**src/rtl/ext_bus_pkg.sv**
```systemverilog
package ext_bus_pkg;
  // Oscillator and machine cycle timing
  localparam int unsigned clk_mhz = 100;
  localparam int unsigned osc_per_machine = 6;
  localparam logic [2:0] phase_last = 3'h5;
  localparam logic [2:0] ale_phase = 3'h0;
  localparam logic [2:0] strobe_phase_a = 3'h1;
  localparam logic [2:0] strobe_phase_b = 3'h4;
  localparam logic [2:0] xdata_strobe_phase = 3'h2;
  // Reset needs two whole machine cycles of high reset input
  localparam int unsigned reset_machine_cycles = 2;
  localparam logic [3:0] reset_osc_count = 4'hc;
  // Code space reached externally when strapped low
  localparam logic [15:0] ext_code_lo = 16'h0000;
  localparam logic [15:0] ext_code_hi = 16'h7fff;
  // Pin default values
  localparam logic [7:0] port_reset_value = 8'hff;

  typedef enum logic [1:0] {
    acc_fetch,
    acc_xdata_rd,
    acc_xdata_wr
  } access_type;
endpackage

```
**src/rtl/machine_phase.sv**
```systemverilog
`timescale 1ns/100ps
// Divides the oscillator into six-phase machine cycles
module machine_phase
  import ext_bus_pkg::*;
(
  input wire logic i_ref_clk,
  input wire logic i_rstn,
  input wire logic i_hold,
  output logic [2:0] o_phase,
  output logic o_cycle_end
);
  // Phase counter wraps after the sixth oscillator period
  always_ff @(posedge i_ref_clk or negedge i_rstn) begin
    if (!i_rstn) begin
      o_phase <= 3'h0;
    end else if (i_hold || o_phase == phase_last) begin
      o_phase <= 3'h0;
    end else begin
      o_phase <= o_phase + 3'h1;
    end
  end

  assign o_cycle_end = (o_phase == phase_last);
endmodule

```
**src/rtl/ext_bus_pins.sv**
```systemverilog
`timescale 1ns/100ps
// Overview of operation
// - The device resets after its reset pin is high for two machine cycles.
// - After a watchdog overflow the reset pin is driven high during reset.
// - An address latch pulse marks each external fetch address phase.
// - The latch pulse normally recurs at one sixth of the oscillator rate.
// - One latch pulse is dropped in each external data access cycle.
// - External fetch strobes twice a cycle, minus two in a data access.
// - The program-store strobe stays high for internal code fetches.
// - A low access strap at reset sends code 0000H-7FFFH to external memory.
// - A high strap at reset selects internal code; later it is ignored.
// - The upper port carries the high address byte for wide accesses.
// - For byte-pointer data accesses the upper port shows its own latch.
// - Third-port bit 6 is the external data write strobe.
// - Third-port bit 7 is the external data read strobe.
// - Unless emitting an address, a port bit holding one is driven only weakly so it can be an input.
module ext_bus_pins
  import ext_bus_pkg::*;
(
  input wire logic i_ref_clk,
  input wire logic i_rstn,
  input wire logic i_reset_pin,
  input wire logic i_wdt_overflow,
  input wire logic i_external_access_sel_n,
  input wire logic i_req,
  input wire logic [1:0] i_req_kind,
  input wire logic i_req_wide,
  input wire logic [15:0] i_req_addr,
  input wire logic [7:0] i_upper_port_out_reg,
  input wire logic [7:0] i_wr_data,
  output logic o_core_reset,
  output logic o_code_external,
  output logic o_busy,
  output logic o_reset_pin_out,
  output logic o_reset_pin_oe_n,
  output logic o_address_latch,
  output logic o_program_store_strobe_n,
  output logic [7:0] o_low_addr_data,
  output logic o_low_oe_n,
  output logic [7:0] o_upper_port,
  output logic [7:0] o_upper_strong_n,
  output logic o_xdata_wr_n,
  output logic o_xdata_rd_n
);
  logic [2:0] phase;
  logic cycle_end;
  logic [3:0] rst_count;
  logic wdt_reset;
  logic strap_taken;
  logic in_reset;
  logic xdata_cycle;
  logic cur_wide;
  logic cur_write;
  logic [15:0] cur_addr;
  logic [7:0] cur_data;
  logic fetch_ext;
  logic phase_hold;

  machine_phase u_phase (
    .i_ref_clk(i_ref_clk),
    .i_rstn(i_rstn),
    .i_hold(phase_hold),
    .o_phase(phase),
    .o_cycle_end(cycle_end)
  );

  // Phase runs on in a watchdog reset so that the reset can end
  assign phase_hold = in_reset && !wdt_reset;

  // Reset qualification and watchdog reset
  wire reset_qualified = (rst_count == reset_osc_count);
  wire next_in_reset = reset_qualified || wdt_reset;
  always_ff @(posedge i_ref_clk or negedge i_rstn) begin
    if (!i_rstn) begin
      rst_count <= 4'h0;
      wdt_reset <= 1'b0;
      in_reset <= 1'b1;
    end else begin
      if (!i_reset_pin)
        rst_count <= 4'h0;
      else if (!reset_qualified)
        rst_count <= rst_count + 4'h1;
      if (i_wdt_overflow)
        wdt_reset <= 1'b1;
      else if (cycle_end)
        wdt_reset <= 1'b0;
      in_reset <= next_in_reset;
    end
  end

  // Strap sampled while in reset, frozen afterwards
  always_ff @(posedge i_ref_clk or negedge i_rstn) begin
    if (!i_rstn) begin
      strap_taken <= 1'b1;
    end else if (in_reset) begin
      strap_taken <= i_external_access_sel_n;
    end
  end

  // A data access request is captured at a cycle boundary
  wire start_x = i_req && cycle_end && !in_reset &&
                 (i_req_kind != acc_fetch);
  always_ff @(posedge i_ref_clk or negedge i_rstn) begin
    if (!i_rstn) begin
      xdata_cycle <= 1'b0;
      cur_wide <= 1'b0;
      cur_write <= 1'b0;
      cur_addr <= 16'h0000;
      cur_data <= 8'h00;
    end else if (cycle_end) begin
      xdata_cycle <= start_x;
      cur_wide <= i_req_wide;
      cur_write <= (i_req_kind == acc_xdata_wr);
      cur_addr <= i_req_addr;
      cur_data <= i_wr_data;
    end
  end

  wire code_ext = !strap_taken && (i_req_addr <= ext_code_hi);
  wire next_fetch_ext = i_req && !in_reset && code_ext &&
                        (i_req_kind == acc_fetch);
  wire strobe_slot = (phase == strobe_phase_a) ||
                     (phase == strobe_phase_b);
  wire next_ale = !in_reset && !xdata_cycle && (phase == ale_phase);
  wire next_pss_n = !(fetch_ext && !xdata_cycle && strobe_slot);
  wire x_strobe = xdata_cycle && (phase >= xdata_strobe_phase);
  wire [7:0] next_upper = (xdata_cycle && !cur_wide) ?
                          i_upper_port_out_reg : cur_addr[15:8];

  // Pin outputs, all registered
  always_ff @(posedge i_ref_clk or negedge i_rstn) begin
    if (!i_rstn) begin
      fetch_ext <= 1'b0;
      o_core_reset <= 1'b1;
      o_code_external <= 1'b0;
      o_busy <= 1'b0;
      o_reset_pin_out <= 1'b0;
      o_reset_pin_oe_n <= 1'b1;
      o_address_latch <= 1'b0;
      o_program_store_strobe_n <= 1'b1;
      o_low_addr_data <= 8'h00;
      o_low_oe_n <= 1'b1;
      o_upper_port <= port_reset_value;
      o_upper_strong_n <= 8'hff;
      o_xdata_wr_n <= 1'b1;
      o_xdata_rd_n <= 1'b1;
    end else begin
      if (cycle_end)
        fetch_ext <= next_fetch_ext;
      o_core_reset <= next_in_reset;
      o_code_external <= !strap_taken;
      o_busy <= xdata_cycle;
      o_reset_pin_out <= 1'b1;
      o_reset_pin_oe_n <= !wdt_reset;
      o_address_latch <= next_ale;
      o_program_store_strobe_n <= next_pss_n;
      o_low_addr_data <= (x_strobe && cur_write) ? cur_data :
                         cur_addr[7:0];
      o_low_oe_n <= !(xdata_cycle ? cur_write || !x_strobe
                                  : fetch_ext);
      o_upper_port <= next_upper;
      // Strong drive for all upper bits while an address is emitted
      o_upper_strong_n <= ((xdata_cycle && cur_wide) || fetch_ext) ?
                          8'h00 : 8'hff;
      o_xdata_wr_n <= !(x_strobe && cur_write);
      o_xdata_rd_n <= !(x_strobe && !cur_write);
    end
  end
endmodule

```
**config.mk**
```make
export PLATFORM = sky130hd
export DESIGN_NAME = ext_bus_pins
export DESIGN_NICKNAME = d
export VERILOG_FILES = /design/src/rtl/ext_bus_pkg.sv /design/src/rtl/machine_phase.sv /design/src/rtl/ext_bus_pins.sv
export SDC_FILE = /design/constraint.sdc
export NUM_CORES = 1
export LEC_CHECK = 0
export BUFFER_PORTS_ARGS = -buffer_cell sky130_fd_sc_hd__buf_4
export CORE_MARGIN = 3
export CORE_UTILIZATION = 35
export CTS_CLUSTER_DIAMETER = 120
export DETAILED_ROUTE_END_ITERATION = 16
export GPL_TIMING_DRIVEN = 0
export PLACE_DENSITY = 0.67
export SYNTH_ARGS = -nofsm -noshare
export SYNTH_HDL_FRONTEND = slang
export SYNTH_HIERARCHICAL = 1
export SYNTH_SLANG_ARGS = --single-unit
```
**constraint.sdc**
```tcl
create_clock -name i_ref_clk -period 2.8 [get_ports i_ref_clk]
set_input_delay 0.7 -clock i_ref_clk [delete_from_list [all_inputs] [get_ports i_ref_clk]]
set_output_delay 0.7 -clock i_ref_clk [all_outputs]
set_load 0.03 [all_outputs]
```
**After elaboration in Yosys (flattened, before gate mapping)**

Cells that the tools add are included.
W data, S select, Z words.

- Add/subtract/negate cells: 2
- Order comparisons: 2
- Equality and inequality tests: 6
- Muxes and demuxes: 9
- Reductions and logical operators: 37

Operators with widths:

| cell | count |
|---|---|
| $mux W8 | 3 |
| $logic_and A1 B1 Y1 | 17 |
| $le A16 B15 Y1 const B | 1 |
| $logic_not A1 Y1 | 11 |
| $mux W4 | 2 |
| $eq A3 B3 Y1 const B | 2 |
| $logic_or A1 B1 Y1 | 5 |
| $add A4 B1 Y4 const B | 1 |
| $eq A4 B4 Y1 const B | 1 |
| $reduce_bool A2 Y1 | 2 |
| $add A3 B1 Y3 const B | 1 |
| $eq A3 B1 Y1 const B | 1 |
| $ge A3 B2 Y1 const B | 1 |
| $logic_not A3 Y1 | 1 |
| $mux W1 | 3 |
| $mux W3 | 1 |
| $eq A2 B2 Y1 const B | 1 |
| $logic_not A2 Y1 | 1 |
| $ne A2 B2 Y1 const B | 1 |

- Flip-flop bits (word level): 71
- Word-level logic and storage cells: 79

**Depth between registers and ports, before layout**

Gate-level depths: netlist of run 1.

- Depth after elaboration: 6
- Gate-level depth with buffers: 6

**By module**

Netlist of run 1, hierarchy kept.

By module, submodules not included:

| module | instances | cells each | area each (um^2) | seq. area each (um^2) |
|---|---|---|---|---|
| ext_bus_pins | 1 | 161 | 2394.8 | 1546.5 |
| machine_phase | 1 | 13 | 145.1 | 75.1 |

**Worst setup path before layout of run 1**

Ideal clock, no wire load.

- Path kind: register -> output
- Start point: register o_upper_strong_n[6] (netlist name)
- End point: output port o_upper_strong_n[1]
- Arrival time: 0.856 ns
- Data required time: 2.100 ns
- Setup slack: 1.244 ns
- Cell stages (with the launch flop): 2
- Cell sequence: dfstp_2 -> buf_4

RTL lines:

| item | line | RTL |
|---|---|---|
| to (decl) | ext_bus_pins.sv:41 | `output logic [7:0] o_upper_strong_n,` |

==> qor.yml, run 1 <==
totalNegativeSetupSlack_ns: 0
synth_ff_type: "dfrtp_1"
path_max_fanout: 8
grt_pass1_vias: 1614
via_count: 1581
relSlewSlack: 0.4819
yosys-top-cells-area: "dfrtp_1 47%, mux2_2 18%, dfstp_2 17%"
htreeDepth: 3
rsz0062_at_grt: "false"
fmax_mhz: 530.4
gp_congestion: 0.7231
fin_crit_ns: 1.886
worstSetupEndpointType: "output pin"
cts.sinks: 64
finClkSkew_ns: 0.008028
drc: 0
power_leakage_nw: 1.608
tritoncts: "yes"
top_layer_used: "met4"
fin_util: 0.4958
wl_met3_microns: 272
final_layout_size_suffix_gt1_frac: 0.6212
cts_root_buf: "clkbuf_8"
antennaDiodeCount: 0
grt-ovfl-total: 0
post_cts_resized: 0
clkTransAtPathRegs_ns: 0.07
insertion_delay_ns: 0.33
via_per_inst: 4.392
start_util: 0.3678
worstPathRequired_ns: 2.10
cts_made_buffers: 9
ir_worst_vdd_mv: 0.3332
ant_nets: 0
synth_fp_nets: 219
drv_slew: 0
synth_edf_count: 0
rows: 30
netlist_area_sq_um: 2540
dieArea_sq_um: 8315
period_share: 0.6734
antenna_found_initial: 0
status: "complete, no violations"
wl_microns: 4662
final_common_cell: "buf_4"
grt_max_degree: 65
syn_avg_cell_area_sq_um: 14.60
final_cell_mix: "82 x buf_4, 48 x dfrtp_1, 41 x mux2_2"
die_width_microns: 91.19
yosys.area.top_type: "dfrtp_1"
async_reset_ff_frac: 1.000
start_kind: "register"
setup_violations: 0
synthToLayoutAreaGrowth_pct: 34.83
worst_pin_slew_ns: 0.7772
cp_data_arrival_time_ns: 1.19
wl_per_cell_microns: 12.95
cts_setup_buffers: 0
hold_viol_final: 0
grt_pass1_wl_microns: 7645
power_density_nw_per_um2: 1031
synth_top_cell_area_share: 0.4729
yosysWarnings: 6
firstDrtPassIters: 3
synth.yosys.seq_area_share: 0.6384
max_cap_viol_count: 0
core_area_sq_um: 6907
postCtsHoldBufs: 0
ys_ff_latch: 64
clockBufferDepth: 2
synth_cell_types: 30
hold_path_class: "register to register"
syn_inst: 174
wl_met1_microns: 2053
drt_iter0_drc: 26
die_h_microns: 91.19
num-nets-final: 304
io_pins: 75
io_buffers: 74
p_total_mw: 3.530
critical_path_class: "register to output pin"
dr_wl_met2_microns: 2273
grt.total_usage: 0.1189
dpl.hpwl_microns: 3261
## cell families (layout without fill, tap and decap cells)
kind of cell             after synthesis  in the layout  share of synthesized area
flip-flops                            64             64                     0.6384
XOR/XNOR                               1              1                   0.003449
AO/OA/AOI/OAI                         15             15                    0.04680
multiplexers                          43             43                     0.1897
adder cells (fa/ha/maj)                4              4                    0.01971
AND/OR/NAND/NOR                       28             28                    0.05764
other                                  1              1                   0.001476
buffers and inverters                 18            108                    0.04286
## path summary, 6_finish.rpt
kind | startpoint | end | slack, ns | cells after the start
worst min-delay path | xdata_cycle | o_busy | 0.38 | 0
worst min register to register | xdata_cycle | o_busy | 0.38 | 0
min in group asynchronous | i_rstn | u_phase/o_phase[2] | 0.46 | 1
worst max-delay path | o_upper_strong_n[6] | o_upper_strong_n[3] | 0.91 | 2
worst max register to register | u_phase/o_phase[1] | cur_addr[12] | 1.09 | 5
max in group asynchronous | i_rstn | cur_addr[12] | 1.84 | 1
## sequential cells by signal (all words and copies together), names as in the netlist, 3 cells and up
name and cells:
rst_count 4, cur_data 8, u_phase/o_phase 3, cur_addr 16, o_low_addr_data 8, o_upper_port 8
## worst max-delay path, cell delays in order, from the launching register on
cell     delay [ns]
dfstp_2        0.59
buf_4          0.12
buf_4          0.14
## report_power, final
| group | internal [mW] | switching (mW) |
|---|---|---|
| Combinational | 0.590 | 0.590 |
| Sequential | 1.34 | 0.187 |
| Clock | 0.482 | 0.340 |
## cell type report
class | instances | area [sq um]
well taps | 96 | 120.1
flip-flops and latches | 64 | 1622
clock inverters | 3 | 40.04
clock buffers | 13 | 168.9
fillers | 635 | 3482
repair buffers | 74 | 555.5
plain buffers | 12 | 86.33
inverters | 6 | 22.52
multi-input cells | 92 | 809.5
## through the flow
step,hold slack (ns),instance area (sq um),instances,setup WS [ns]
floorplan,0.3548,2540,174,1.244
global placement,0.3581,3216,344,1.147
detailed placement,0.3682,3216,344,1.119
CTS,0.3848,3425,360,0.8809
global route,0.4060,3425,360,0.8444
finish,0.3807,3425,360,0.9145
## metal layers
layer	track usage	vias up
li1	-	762
met1	0.1433	771
met2	0.1895	43
met3	0.05220	5
met4	0.04146	0
met5	0	-
## cells in the mapped netlist, drive strengths merged, types with 3 or more instances
library cell	number
nor2b	4
dfstp	16
mux2	41
nand2	8
o21ai	3
nand2b	4
ha	4
inv	6
buf	12
dfrtp	48
nor2	4
a31o	3
Note: power is estimated with default switching activity, not from simulation.
==> run 2: changes to the inputs <==
PLACE_DENSITY = 0.69   (was 0.67)
clock period = 1.58 ns   (was 2.8 ns; I/O delays follow)
==> run 2 against run 1 <==
Routed wire length up 3.3%; clock-buffer cell count up 1; clock skew increased by 0.0017 ns; die area is the same; global-route usage up 0.57 points; non-clock buffer count is 1 higher; final cell count up 0.28%; hold slack lost 0.24 ns; total power grew 71%; clock power up 39%; largest cell class unchanged; highest routed layer unchanged.
==> qor.yml, run 2 (same netlist as run 1, synthesis figures left out) <==
status: "complete, no violations"
gp_congestion: 0.7429
hold_ws_ns: 0.1427
ir_worst_vdd_mv: 0.6810
clockBufferDepth: 2
relSlewSlack: 0.4664
setup_violations: 0
cts.sinks: 64
fmax_mhz: 636.1
drt_iter0_drc: 43
fin_crit_ns: 1.572
wl_met3_microns: 237
grt_pass1_vias: 1699
postCtsHoldBufs: 0
grt_pass1_wl_microns: 8079
io_pins: 75
clkTransAtPathRegs_ns: 0.07
dpl.hpwl_microns: 3287
rows: 30
worstSetupEndpointType: "output pin"
largest_reg_flops: 16
final_layout_size_suffix_gt1_frac: 0.6151
stdcell_count: 361
via_count: 1613
via_per_inst: 4.468
start_kind: "register"
cts_root_buf: "clkbuf_8"
core_area_sq_um: 6907
wl_met1_microns: 2030
start_util: 0.3678
largest_register: "cur_addr"
hold_path_class: "primary input to async pin"
wl_microns: 4817
power_leakage_nw: 1.598
tritoncts: "yes"
firstDrtPassIters: 4
grt-ovfl-total: 0
die_h_microns: 91.19
wl_per_cell_microns: 13.34
top_layer_used: "met4"
rsz0062_at_grt: "true"
power_density_nw_per_um2: 1760
dp.cells: 344
dieArea_sq_um: 8315
insertion_delay_ns: 0.33
finClkSkew_ns: 0.009700
antenna_found_initial: 0
final_cell_mix: "76 x buf_4, 47 x dfrtp_1, 41 x mux2_2"
die_width_microns: 91.19
drv_slew: 0
hold_viol_final: 0
grt.total_usage: 0.1246
worstPathRequired_ns: 1.18
num-nets-final: 305
path_max_fanout: 8
period_share: 0.9950
final_common_cell: "buf_4"
synthToLayoutAreaGrowth_pct: 34.98
cp_data_arrival_time_ns: 1.18
dr_wl_met2_microns: 2430
grt_max_degree: 65
worst_pin_slew_ns: 0.8004
max_cap_viol_count: 0
critical_path_class: "register to output pin"
drc: 0
htreeDepth: 3
io_buffers: 74
antennaDiodeCount: 0
totalNegativeSetupSlack_ns: 0
cts_made_buffers: 9
ant_nets: 0
-- run 2: cell types whose count changed in the layout (fill, tap and decap cells not counted) --
cell / previous run / this run
dfrtp_2: 0 / 1
clkbuf_8: 12 / 9
buf_2: 3 / 0
buf_6: 1 / 10
buf_4: 82 / 76
bufinv_16: 1 / 0
buf_8: 0 / 1
and2_1: 1 / 0
and2_4: 0 / 1
clkbuf_1: 1 / 5
dfrtp_1: 48 / 47
-- run 2: where the power goes --
part	switching [mW]	internal [mW]
sequential	0.317	2.38
combinational	1.09	1.11
clock	0.575	0.568
-- run 2: worst max-delay path, stage by stage (launching register included) --
cell	delay [ns]
dfstp_2	0.59
buf_4	0.13
buf_6	0.12
-- run 2: routing by layer --
metal	global-route usage	up-vias
met3	0.03645	12
met5	0	-
li1	-	764
met4	0.06533	0
met1	0.1493	786
met2	0.2023	51
-- run 2: final timing paths --
path | to | depth (start not counted) | startpoint | slack (ns)
worst max-delay path | o_upper_strong_n[1] | 2 | o_upper_strong_n[6] | 0.008
worst min register to register | o_busy | 0 | xdata_cycle | 0.38
max in group asynchronous | u_phase/o_phase[1] | 1 | i_rstn | 0.88
min in group i_ref_clk | wdt_reset | 2 | i_wdt_overflow | 0.25
worst min-delay path | o_low_addr_data[6] | 1 | i_rstn | 0.14
worst max register to register | cur_data[5] | 4 | u_phase/o_phase[0] | 0.10
-- run 2: cell type report --
class / instances / area [sq um]
sequential: 64 / 1623
clock inverter: 2 / 10.01
clock buffer: 14 / 142.6
timing repair buffer: 75 / 589.3
multi-input combinational: 92 / 812.0
tap: 96 / 120.1
fill: 632 / 3478
inverter: 6 / 22.52
buffer: 12 / 108.9
-- run 2: what timing repair did --
| action | in CTS | in global routing |
|---|---|---|
| setup buffers | 0 | 1 |
| gates resized for setup | 15 | 2 |
| setup endpoints to repair | 33 | 32 |
-- run 2: stage by stage --
stage | util | worst slack, ns | cell area, sq um | power (mW)
after floorplan | - | 0.09844 | 2540 | 4.133
after global placement | 0.4656 | -0.07071 | 3216 | 4.805
after detailed placement | 0.4656 | -0.1303 | 3216 | 4.868
after CTS | 0.4946 | -0.01147 | 3416 | 6.083
after global routing | 0.4964 | -0.03982 | 3428 | 6.402
final | 0.4964 | 0.007824 | 3428 | 6.035
